<file path="config.mk">
export PLATFORM = sky130hd
export DESIGN_NAME = dpg_gpio
export DESIGN_NICKNAME = d
export VERILOG_FILES = /design/src/hdl/dpg_gpio.v
export VERILOG_INCLUDE_DIRS = /design/src /design/src/hdl
export SDC_FILE = /design/constraint.sdc
export NUM_CORES = 1
export LEC_CHECK = 0
export CORE_MARGIN = 8
export CORE_UTILIZATION = 56
export DETAILED_ROUTE_END_ITERATION = 10
export DONT_BUFFER_PORTS = 1
export PLACE_DENSITY = 0.72
export SYNTH_ARGS = -nofsm -noshare
export SYNTH_HDL_FRONTEND = slang
export SYNTH_SLANG_ARGS = --single-unit
</file>
<file path="constraint.sdc">
create_clock -name pclk -period 1.6 [get_ports pclk]
set_input_delay 0.08 -clock pclk [delete_from_list [all_inputs] [get_ports pclk]]
set_output_delay 0.08 -clock pclk [all_outputs]
set_load 0.05 [all_outputs]
</file>
<file path="src/hdl/dpg_consts.vh">
// Register offsets, field positions and reset values of the dual-port GPIO block
`ifndef DPG_CONSTS_VH
`define DPG_CONSTS_VH
`define DPG_IDX_FIRST_PORT      8'h05
`define DPG_IDX_SECOND_PORT     8'h06
`define DPG_IDX_OPTION          8'h81
`define DPG_IDX_FIRST_DIR       8'h85
`define DPG_IDX_SECOND_DIR      8'h86
`define DPG_IDX_ANALOG_CFG      8'h9f
`define DPG_IDX_INT_CONTROL     8'h8b
`define DPG_IDX_CORE_CONTROL    8'h8c
`define DPG_RST_OPTION          8'hff
`define DPG_RST_FIRST_DIR       6'h3f
`define DPG_RST_SECOND_DIR      8'hff
`define DPG_RST_ANALOG_CFG      3'h0
`define DPG_RST_INT_CONTROL     3'h0
`define DPG_RST_LATCH6          6'h00
`define DPG_RST_LATCH8          8'h00
`define DPG_BIT_PULLUP_DIS      7
`define DPG_BIT_EDGE_SEL        6
`define DPG_BIT_CHANGE_FLAG     0
`define DPG_BIT_EXT_FLAG        1
`define DPG_BIT_CHANGE_EN       2
`define DPG_BIT_SLEEP           0
`define DPG_BIT_OPEN_DRAIN      4
`define DPG_BIT_SLAVE_SEL       5
`define DPG_ANALOG_ALL_DIGITAL  3'h6
`endif

</file>
<file path="src/hdl/dpg_gpio.v">
// Two-port GPIO with pull-ups, external interrupt pin and change detect, APB slave
//
// Function
// - Second port: eight pins, separate direction and output latch registers.
// - Direction one: driver off, pin read as input.
// - Direction zero: pin driven from output latch.
// - Pull-up disable bit 7 of option cleared enables all second-port pull-ups.
// - Pull-up off on any second-port pin set as output.
// - Pull-ups disabled after power-on reset.
// - Only upper four second-port inputs join change compare.
// - Mismatches against last-read value ORed, set change flag bit 0.
// - Port change can wake the core from sleep.
// - Any second-port read or write refreshes the compare latch.
// - Flag keeps setting during mismatch; software accesses port before clearing.
// - Second-port bit 0 is external interrupt, edge from option bit 6.
// - First-port bit 4 is open drain and timer external clock input.
// - First-port bit 5 is serial slave select and analog input.
// - Second-port bits 6 and 7 are serial programming clock and data.
// - Unimplemented register bits read as zero.
// - Port read returns pin levels; write is read-modify-write into latch (the code loads the latch straight from the write data).
// - After power-on reset analog pins read zero digitally.
`include "dpg_consts.vh"
module dpg_gpio (
  input  wire        pclk,
  input  wire        presetn,
  input  wire        psel,
  input  wire        penable,
  input  wire        pwrite,
  input  wire [11:0] paddr,
  input  wire [31:0] pwdata,
  output reg  [31:0] prdata,
  output reg         pready,
  output reg         pslverr,
  input  wire [5:0]  first_port_in,
  output reg  [5:0]  first_port_out,
  output reg  [5:0]  first_port_oe_n,
  input  wire [7:0]  second_port_in,
  output reg  [7:0]  second_port_out,
  output reg  [7:0]  second_port_oe_n,
  output reg  [7:0]  second_port_pullup_en,
  output reg  [5:0]  analog_in_sel,
  output reg         timer_ext_clock_in,
  output reg         slave_select_n,
  output reg         prog_clock,
  output reg         prog_data,
  output reg         port_change_irq,
  output reg         ext_irq,
  output reg         wake_up
);

  localparam ST_IDLE   = 3'b001;
  localparam ST_ACCESS = 3'b010;
  localparam ST_DONE   = 3'b100;

  reg [2:0] state;
  reg [7:0] option_control;
  reg [5:0] first_port_direction;
  reg [7:0] second_port_direction;
  reg [5:0] first_latch;
  reg [7:0] second_latch;
  reg [2:0] analog_pin_config;
  reg [2:0] interrupt_control;
  reg       sleep_mode;
  reg [3:0] change_ref;
  reg       ext_prev;
  reg [31:0] next_rdata;
  reg        hit;

  wire       [7:0] idx      = paddr[9:2];
  wire             wr_take  = psel & penable & pwrite & (state == ST_ACCESS);
  wire             rd_take  = psel & penable & ~pwrite & (state == ST_ACCESS);
  wire             b_access = psel & penable & (state == ST_ACCESS) & (idx == `DPG_IDX_SECOND_PORT);
  wire             analog_mode = (analog_pin_config != `DPG_ANALOG_ALL_DIGITAL) &&
                                 (analog_pin_config != 3'h7);
  // Analog-configured pins read zero; any converter config but 6 or 7 makes all first-port pins except bit 4 analog
  wire       [5:0] first_digital = analog_mode ? (first_port_in & 6'h10) : first_port_in;
  wire       [3:0] change_mask  = second_port_direction[7:4];
  wire             mismatch     = |((second_port_in[7:4] ^ change_ref) & change_mask);
  wire             ext_edge     = option_control[`DPG_BIT_EDGE_SEL] ?
                                  (second_port_in[0] & ~ext_prev) : (~second_port_in[0] & ext_prev);

  function [7:0] merge_byte;
    input [7:0] old_val;
    input [7:0] new_val;
    input [3:0] strb;
    begin
      merge_byte = strb[0] ? new_val : old_val;
    end
  endfunction

  // APB: setup, one access cycle with pready, then done
  always @(posedge pclk or negedge presetn) begin
    if (!presetn) begin
      state <= ST_IDLE;
    end else begin
      case (state)
        ST_IDLE:   state <= (psel & ~penable) ? ST_ACCESS : ST_IDLE;
        ST_ACCESS: state <= ST_DONE;
        ST_DONE:   state <= (psel & ~penable) ? ST_ACCESS : ST_IDLE;
        default:   state <= ST_IDLE;
      endcase
    end
  end

  always @* begin
    next_rdata = 32'h0000_0000;
    hit        = 1'b1;
    case (idx)
      `DPG_IDX_FIRST_PORT:   next_rdata = {26'h0, first_digital};
      `DPG_IDX_SECOND_PORT:  next_rdata = {24'h0, second_port_in};
      `DPG_IDX_OPTION:       next_rdata = {24'h0, option_control};
      `DPG_IDX_FIRST_DIR:    next_rdata = {26'h0, first_port_direction};
      `DPG_IDX_SECOND_DIR:   next_rdata = {24'h0, second_port_direction};
      `DPG_IDX_ANALOG_CFG:   next_rdata = {29'h0, analog_pin_config};
      `DPG_IDX_INT_CONTROL:  next_rdata = {29'h0, interrupt_control};
      `DPG_IDX_CORE_CONTROL: next_rdata = {31'h0, sleep_mode};
      default: begin
        next_rdata = 32'h0000_0000;
        hit        = 1'b0;
      end
    endcase
  end

  always @(posedge pclk or negedge presetn) begin
    if (!presetn) begin
      prdata  <= 32'h0000_0000;
      pready  <= 1'b0;
      pslverr <= 1'b0;
    end else begin
      pready  <= (state != ST_ACCESS) & psel & ~penable;
      pslverr <= (state != ST_ACCESS) & psel & ~penable & ~hit;
      if ((state != ST_ACCESS) & psel & ~penable & ~pwrite) begin
        prdata <= next_rdata;
      end
    end
  end

  // Register writes; all direction bits set on every reset
  always @(posedge pclk or negedge presetn) begin
    if (!presetn) begin
      option_control        <= `DPG_RST_OPTION;
      first_port_direction  <= `DPG_RST_FIRST_DIR;
      second_port_direction <= `DPG_RST_SECOND_DIR;
      first_latch           <= `DPG_RST_LATCH6;
      second_latch          <= `DPG_RST_LATCH8;
      analog_pin_config     <= `DPG_RST_ANALOG_CFG;
      sleep_mode            <= 1'b0;
    end else begin
      if (wr_take && pready == 1'b1) begin
        case (idx)
          // Plain write: the latch takes the write data as is, and the pin levels are not merged in
          `DPG_IDX_FIRST_PORT:   first_latch <= pwdata[5:0];
          `DPG_IDX_SECOND_PORT:  second_latch <= merge_byte(second_port_in, pwdata[7:0], 4'hf);
          `DPG_IDX_OPTION:       option_control <= pwdata[7:0];
          `DPG_IDX_FIRST_DIR:    first_port_direction <= pwdata[5:0];
          `DPG_IDX_SECOND_DIR:   second_port_direction <= pwdata[7:0];
          `DPG_IDX_ANALOG_CFG:   analog_pin_config <= pwdata[2:0];
          `DPG_IDX_CORE_CONTROL: sleep_mode <= pwdata[`DPG_BIT_SLEEP];
          default:               sleep_mode <= sleep_mode;
        endcase
      end else if (sleep_mode && wake_up) begin
        sleep_mode <= 1'b0;
      end
    end
  end

  // Change detect, external interrupt and flags; set wins over clear
  always @(posedge pclk or negedge presetn) begin
    if (!presetn) begin
      change_ref        <= 4'h0;
      // Idle high so the default rising-edge select sees no false edge after reset
      ext_prev          <= 1'b1;
      interrupt_control <= `DPG_RST_INT_CONTROL;
    end else begin
      ext_prev <= second_port_in[0];
      if (b_access && pready) begin
        change_ref <= second_port_in[7:4];
      end
      if (wr_take && pready && idx == `DPG_IDX_INT_CONTROL) begin
        interrupt_control[`DPG_BIT_CHANGE_EN]   <= pwdata[`DPG_BIT_CHANGE_EN];
        // A mismatch in the clearing cycle keeps the flag set
        interrupt_control[`DPG_BIT_CHANGE_FLAG] <= pwdata[`DPG_BIT_CHANGE_FLAG] | mismatch;
        interrupt_control[`DPG_BIT_EXT_FLAG]    <= (pwdata[`DPG_BIT_EXT_FLAG] &
                                                   interrupt_control[`DPG_BIT_EXT_FLAG]) | ext_edge;
      end else begin
        if (mismatch) begin
          interrupt_control[`DPG_BIT_CHANGE_FLAG] <= 1'b1;
        end
        if (ext_edge) begin
          interrupt_control[`DPG_BIT_EXT_FLAG] <= 1'b1;
        end
      end
    end
  end

  // Pin drivers and alternate functions, all registered
  always @(posedge pclk or negedge presetn) begin
    if (!presetn) begin
      first_port_out        <= 6'h00;
      first_port_oe_n       <= 6'h3f;
      second_port_out       <= 8'h00;
      second_port_oe_n      <= 8'hff;
      second_port_pullup_en <= 8'h00;
      analog_in_sel         <= 6'h00;
      timer_ext_clock_in    <= 1'b0;
      slave_select_n        <= 1'b1;
      prog_clock            <= 1'b0;
      prog_data             <= 1'b0;
      port_change_irq       <= 1'b0;
      ext_irq               <= 1'b0;
      wake_up               <= 1'b0;
    end else begin
      first_port_out  <= first_latch & ~(6'h01 << `DPG_BIT_OPEN_DRAIN);
      // Open-drain pin enabled only to pull low
      first_port_oe_n <= first_port_direction |
                         ((6'h01 << `DPG_BIT_OPEN_DRAIN) & {6{first_latch[`DPG_BIT_OPEN_DRAIN]}});
      second_port_out  <= second_latch;
      second_port_oe_n <= second_port_direction;
      second_port_pullup_en <= {8{~option_control[`DPG_BIT_PULLUP_DIS]}} & second_port_direction;
      analog_in_sel      <= analog_mode ? 6'h2f : 6'h00;
      timer_ext_clock_in <= first_port_in[`DPG_BIT_OPEN_DRAIN];
      slave_select_n     <= first_port_in[`DPG_BIT_SLAVE_SEL];
      prog_clock         <= second_port_in[6];
      prog_data          <= second_port_in[7];
      port_change_irq    <= interrupt_control[`DPG_BIT_CHANGE_FLAG] & interrupt_control[`DPG_BIT_CHANGE_EN];
      ext_irq            <= interrupt_control[`DPG_BIT_EXT_FLAG];
      wake_up            <= sleep_mode & interrupt_control[`DPG_BIT_CHANGE_FLAG] &
                            interrupt_control[`DPG_BIT_CHANGE_EN];
    end
  end

endmodule

</file>
==> impl_summary.txt <==
----------------------------------------------------
[Outcome]
  Result of the run ... finished with violations
  Violated checks ... negative hold slack, negative setup slack

[Power and ir drop]
  NetSw ... approximately 1.2 mW
  Switching share of total power ... 0.268
  Combinational Power Share ... 0.074
  Part of the total power dissipated in sequential elements ... 0.590
  Clock network fraction of design power ... 0.336
  Highest ir drop seen on vdd ... approximately 0.5 mV
  Cell Pwr Density ... between 900 and 1000 nW/um2
  P_leak ... between 2 and 2.5 nW
  Internal power ... between 3 and 4 mW

[GRT]
  Global-route wire length before repair ... about 16000 um
  Total GRT Usage ... 0.188
  Number of global-route vias before repair ... 2842
  Maximum number of pins on one net before global-route repair ... approximately 110
  Gr ovfl total ... 0
  Antenna violations before repair ... 1

[Floorplan]
  Die Y-Extent ... 104 um
  Die area ... 10900 um2
  Die W ... 104 um
  I/O pin cnt ... 146
  Placeable Area ... 7650 um2
  Number of rows created at floorplan ... 32
  Initial Utilization ... 0.573

[Drt]
  Antenna-violating nets left ... 0
  Final routed wire length divided by cell count ... 21.2 um
  Number of violations reported at the end of detailed-routing iteration 0 ... 269
  Vias per std cell ... 5.66
  # DRC ... 0
  1st-pass router iterations ... 4
  Overall routed net length ... 10200 um
  Total vias in the final route ... roughly 2700

[CTS]
  Clock transition at path regs ... 100 ps
  Sink count of the clock tree ... 104
  Buffer type at the clock tree root ... sky130_fd_sc_hd__clkbuf_8
  Depth of the CTS H-tree ... 3
  TritonCTS clock tree ... yes
  CTS max path bufs ... 2
  Latest clock arrival within the worst-skew pair ... 370 ps
  Number of CTS-inserted buffers ... 9

[Synth]
  Library cell with the highest instance count after synthesis ... sky130_fd_sc_hd__dfrtp_1
  Post-synthesis instance total ... ~320
  Cell Area, Synth ... 4380 um2
  FFs w/ async S/R, synth ... 1.00
  Synth Flop Type ... sky130_fd_sc_hd__dfrtp_1
  Top cells by instance count after synthesis ... sky130_fd_sc_hd__dfrtp_1, sky130_fd_sc_hd__dfstp_2, sky130_fd_sc_hd__mux2_2, sky130_fd_sc_hd__buf_4, sky130_fd_sc_hd__nand2_1
  Biggest area contributors in the synthesized netlist ... sky130_fd_sc_hd__dfrtp_1, sky130_fd_sc_hd__dfstp_2, sky130_fd_sc_hd__mux2_2, sky130_fd_sc_hd__buf_4, sky130_fd_sc_hd__mux2_4
  Area fraction of the dominant cell type after synthesis ... 0.371
  Sequential element share of the synthesized area ... 0.605
  Post-synthesis sequential element count ... 104
  Count of flip-flops with a built-in enable after synthesis ... 0
  Number of warnings printed during yosys synthesis ... 0
  Average size of a mapped cell ... 13.5 um2
  Post-synth cell types ... 50
  Synth area leader ... sky130_fd_sc_hd__dfrtp_1

[Setup path]
  Maximum fanout along the worst path ... 6
  Required time of the worst setup path ... 1860 ps
  Startpoint type of the worst setup path ... flip-flop
  Origin of the critical flop-to-flop path ... state[2]
  Master of the slowest instance on the critical path ... sky130_fd_sc_hd__dfrtp_1
  Worst-case reg-to-reg path depth ... 5
  Delay of the slowest cell on the worst path ... 420 ps
  Critical-path cell list ... nor3b_4 > nand3_4 > buf_12 > nor2_4 > mux2_2
  WP buf/inv ... 1
  Data arrival, critical path ... 1900 ps
  Crit. path cell count ... 5
  CP Capture Type ... flip-flop
  Critical Path Start ... state[2]
  Crit-path leading delay family ... simple AND/OR/NAND/NOR gates
  Critical path class ... flip-flop to flip-flop

[STA]
  Maximum clock frequency ... ~610 MHz
  Total count of hold-check failures in the final report ... 104
  Final count of pins violating max slew ... 0
  Setup total negative slack ... -235 ps
  Final worst path period need ... between 1500 and 2000 ps
  Number of setup violations in the final report ... 10
  Worst Tran Pin Value ... 501 ps
  Setup repair after global routing missed its margin ... true
  Share of the cycle needed by the critical path after routing ... 1.03
  Final Worst Setup Slack ... -41.8 ps
  Worst-case headroom to the max-slew limit ... 0.666
  Worst hold-check slack ... -611 ps
  Largest clock skew in the final design ... 7.59 ps

[Cells and area]
  Fraction of final layout cells with drive strength greater than 1 ... 0.385
  Synth-to-layout area growth ... 16.8%
  Final core utilization ... 0.669
  Nets@finish ... 435

[Place]
  Placer congestion estimate ... about 0.8
  Final HPWL DP ... 6950 um
  Number of I/O port buffers ... 0
  Worst Setup Slack post-DPL ... -38.7 ps

[Job]
  Maximum Capacitance Violations ... 0

[Hold path]
  Class of the most critical hold timing path ... input port to async pin

----------------------------------------------------
-- worst paths after layout --
path / end / slack [ps]
setup / recovery: first_latch[2] / -40
hold / removal: second_port_out[5] / -610
setup reg to reg: first_latch[2] / -40
hold reg to reg: first_port_out[2] / 380
max in group asynchronous: option_control[2] / 2010
min in group pclk: pslverr / 20
-- state kept, by name (all words and copies together), names as in the netlist, 3 cells and up --
name and flops:
option_control 8, prdata 8, second_latch 8, second_port_direction 8, second_port_oe_n 8, second_port_out 8
second_port_pullup_en 8, first_latch 6, first_port_direction 6, first_port_oe_n 6, first_port_out 5, change_ref 4
analog_pin_config 3, interrupt_control 3, state 3
-- worst reg2reg max path: stages, from the launching register on --
cell and delay, ps:
sky130_fd_sc_hd__dfrtp_1 420, sky130_fd_sc_hd__nor3b_4 270, sky130_fd_sc_hd__nand3_4 110, sky130_fd_sc_hd__buf_12 160
sky130_fd_sc_hd__nor2_4 210, sky130_fd_sc_hd__mux2_2 370
-- cells by family after synthesis --
group,synth area share
DFF,0.605
and+or+nand+nor,0.132
muxes,0.134
buffers and inverters,0.0623
AOI/OAI and AO/OA,0.0557
xor gates and xnor gates,0.0100
other,0.000856
-- placed cells by master (no fill, tap or decap), types with 2 or more instances in the layout --
| cell type | netlist | routed |
|---|---|---|
| sky130_fd_sc_hd__dfrtp_1 | 65 | 63 |
| sky130_fd_sc_hd__dfstp_2 | 39 | 39 |
| sky130_fd_sc_hd__conb_1 | 1 | 26 |
| sky130_fd_sc_hd__dlygate4sd3_1 | 0 | 25 |
| sky130_fd_sc_hd__mux2_4 | 8 | 24 |
| sky130_fd_sc_hd__mux2_2 | 36 | 20 |
| sky130_fd_sc_hd__nand2_1 | 19 | 19 |
| sky130_fd_sc_hd__buf_4 | 34 | 18 |
| sky130_fd_sc_hd__nor2_1 | 15 | 14 |
| sky130_fd_sc_hd__nand3_1 | 12 | 12 |
| sky130_fd_sc_hd__a21oi_1 | 10 | 10 |
| sky130_fd_sc_hd__clkbuf_8 | 0 | 10 |
| sky130_fd_sc_hd__nor2b_1 | 9 | 9 |
| sky130_fd_sc_hd__o21ai_0 | 7 | 7 |
| sky130_fd_sc_hd__mux2i_1 | 6 | 6 |
| sky130_fd_sc_hd__nor2_4 | 4 | 4 |
| sky130_fd_sc_hd__xor2_1 | 4 | 4 |
| sky130_fd_sc_hd__a22oi_1 | 4 | 4 |
| sky130_fd_sc_hd__buf_12 | 0 | 4 |
| sky130_fd_sc_hd__nor3_1 | 5 | 3 |
| sky130_fd_sc_hd__and4_1 | 3 | 3 |
| sky130_fd_sc_hd__o211ai_1 | 3 | 3 |
| sky130_fd_sc_hd__a22o_1 | 3 | 3 |
| sky130_fd_sc_hd__inv_6 | 0 | 3 |
| sky130_fd_sc_hd__and2_1 | 2 | 2 |
| sky130_fd_sc_hd__a31oi_1 | 2 | 2 |
| sky130_fd_sc_hd__nor4_4 | 2 | 2 |
| sky130_fd_sc_hd__and4bb_2 | 2 | 2 |
| sky130_fd_sc_hd__nor3_2 | 0 | 2 |
| sky130_fd_sc_hd__dfrtp_2 | 0 | 2 |
| sky130_fd_sc_hd__clkinv_2 | 0 | 2 |
-- layer usage --
metal,wire (um),global-route usage,part of all wire,vias to the layer above
met5,0,0,0,-
met2,4970,0.288,0.49,128
met1,4100,0.229,0.40,1380
li1,-,-,-,1189
met3,883,0.0781,0.087,19
met4,227,0.0817,0.022,0
-- power groups by stage --
stage / combinational, mW / sequential, mW / clock [mW]
3_5_place_dp: 0.261 / 2.79 / 0
4_1_cts: 0.332 / 2.74 / 1.61
2_1_floorplan: 0.262 / 2.80 / 0
3_3_place_gp: 0.258 / 2.79 / 0
6_report: 0.343 / 2.74 / 1.56
5_1_grt: 0.361 / 2.75 / 1.72
-- area by class of cell --
cell class,instances,area [um2]
multi-input cells,207,1660
inverters,1,3.75
well taps,102,128
repair buffers,49,482
clock inverters,6,47.5
flip-flops and latches,104,2650
diodes,1,2.50
clock buffers,10,138
fillers,572,2530
-- repair_timing --
item / 4_1_cts / 5_1_grt
setup endpoints to repair: 14 / 50
pin swaps: 3 / 3
hold buffers: 24 / 1
endpoints found under the hold margin: 164 / 105
gates cloned: 0 / 0
buffers inserted: 3 / 1
resized for setup: 0 / 22
-- per-stage QoR --
| step | area, um2 | cells | power (mW) |
|---|---|---|---|
| after floorplan | 4500 | 349 | 3.07 |
| after global placement | 4530 | 434 | 3.05 |
| after detailed placement | 4530 | 434 | 3.05 |
| after CTS | 4990 | 477 | 4.68 |
| after global routing | 5110 | 480 | 4.82 |
| final | 5110 | 480 | 4.64 |
Note: power is estimated with default switching activity, not from simulation.
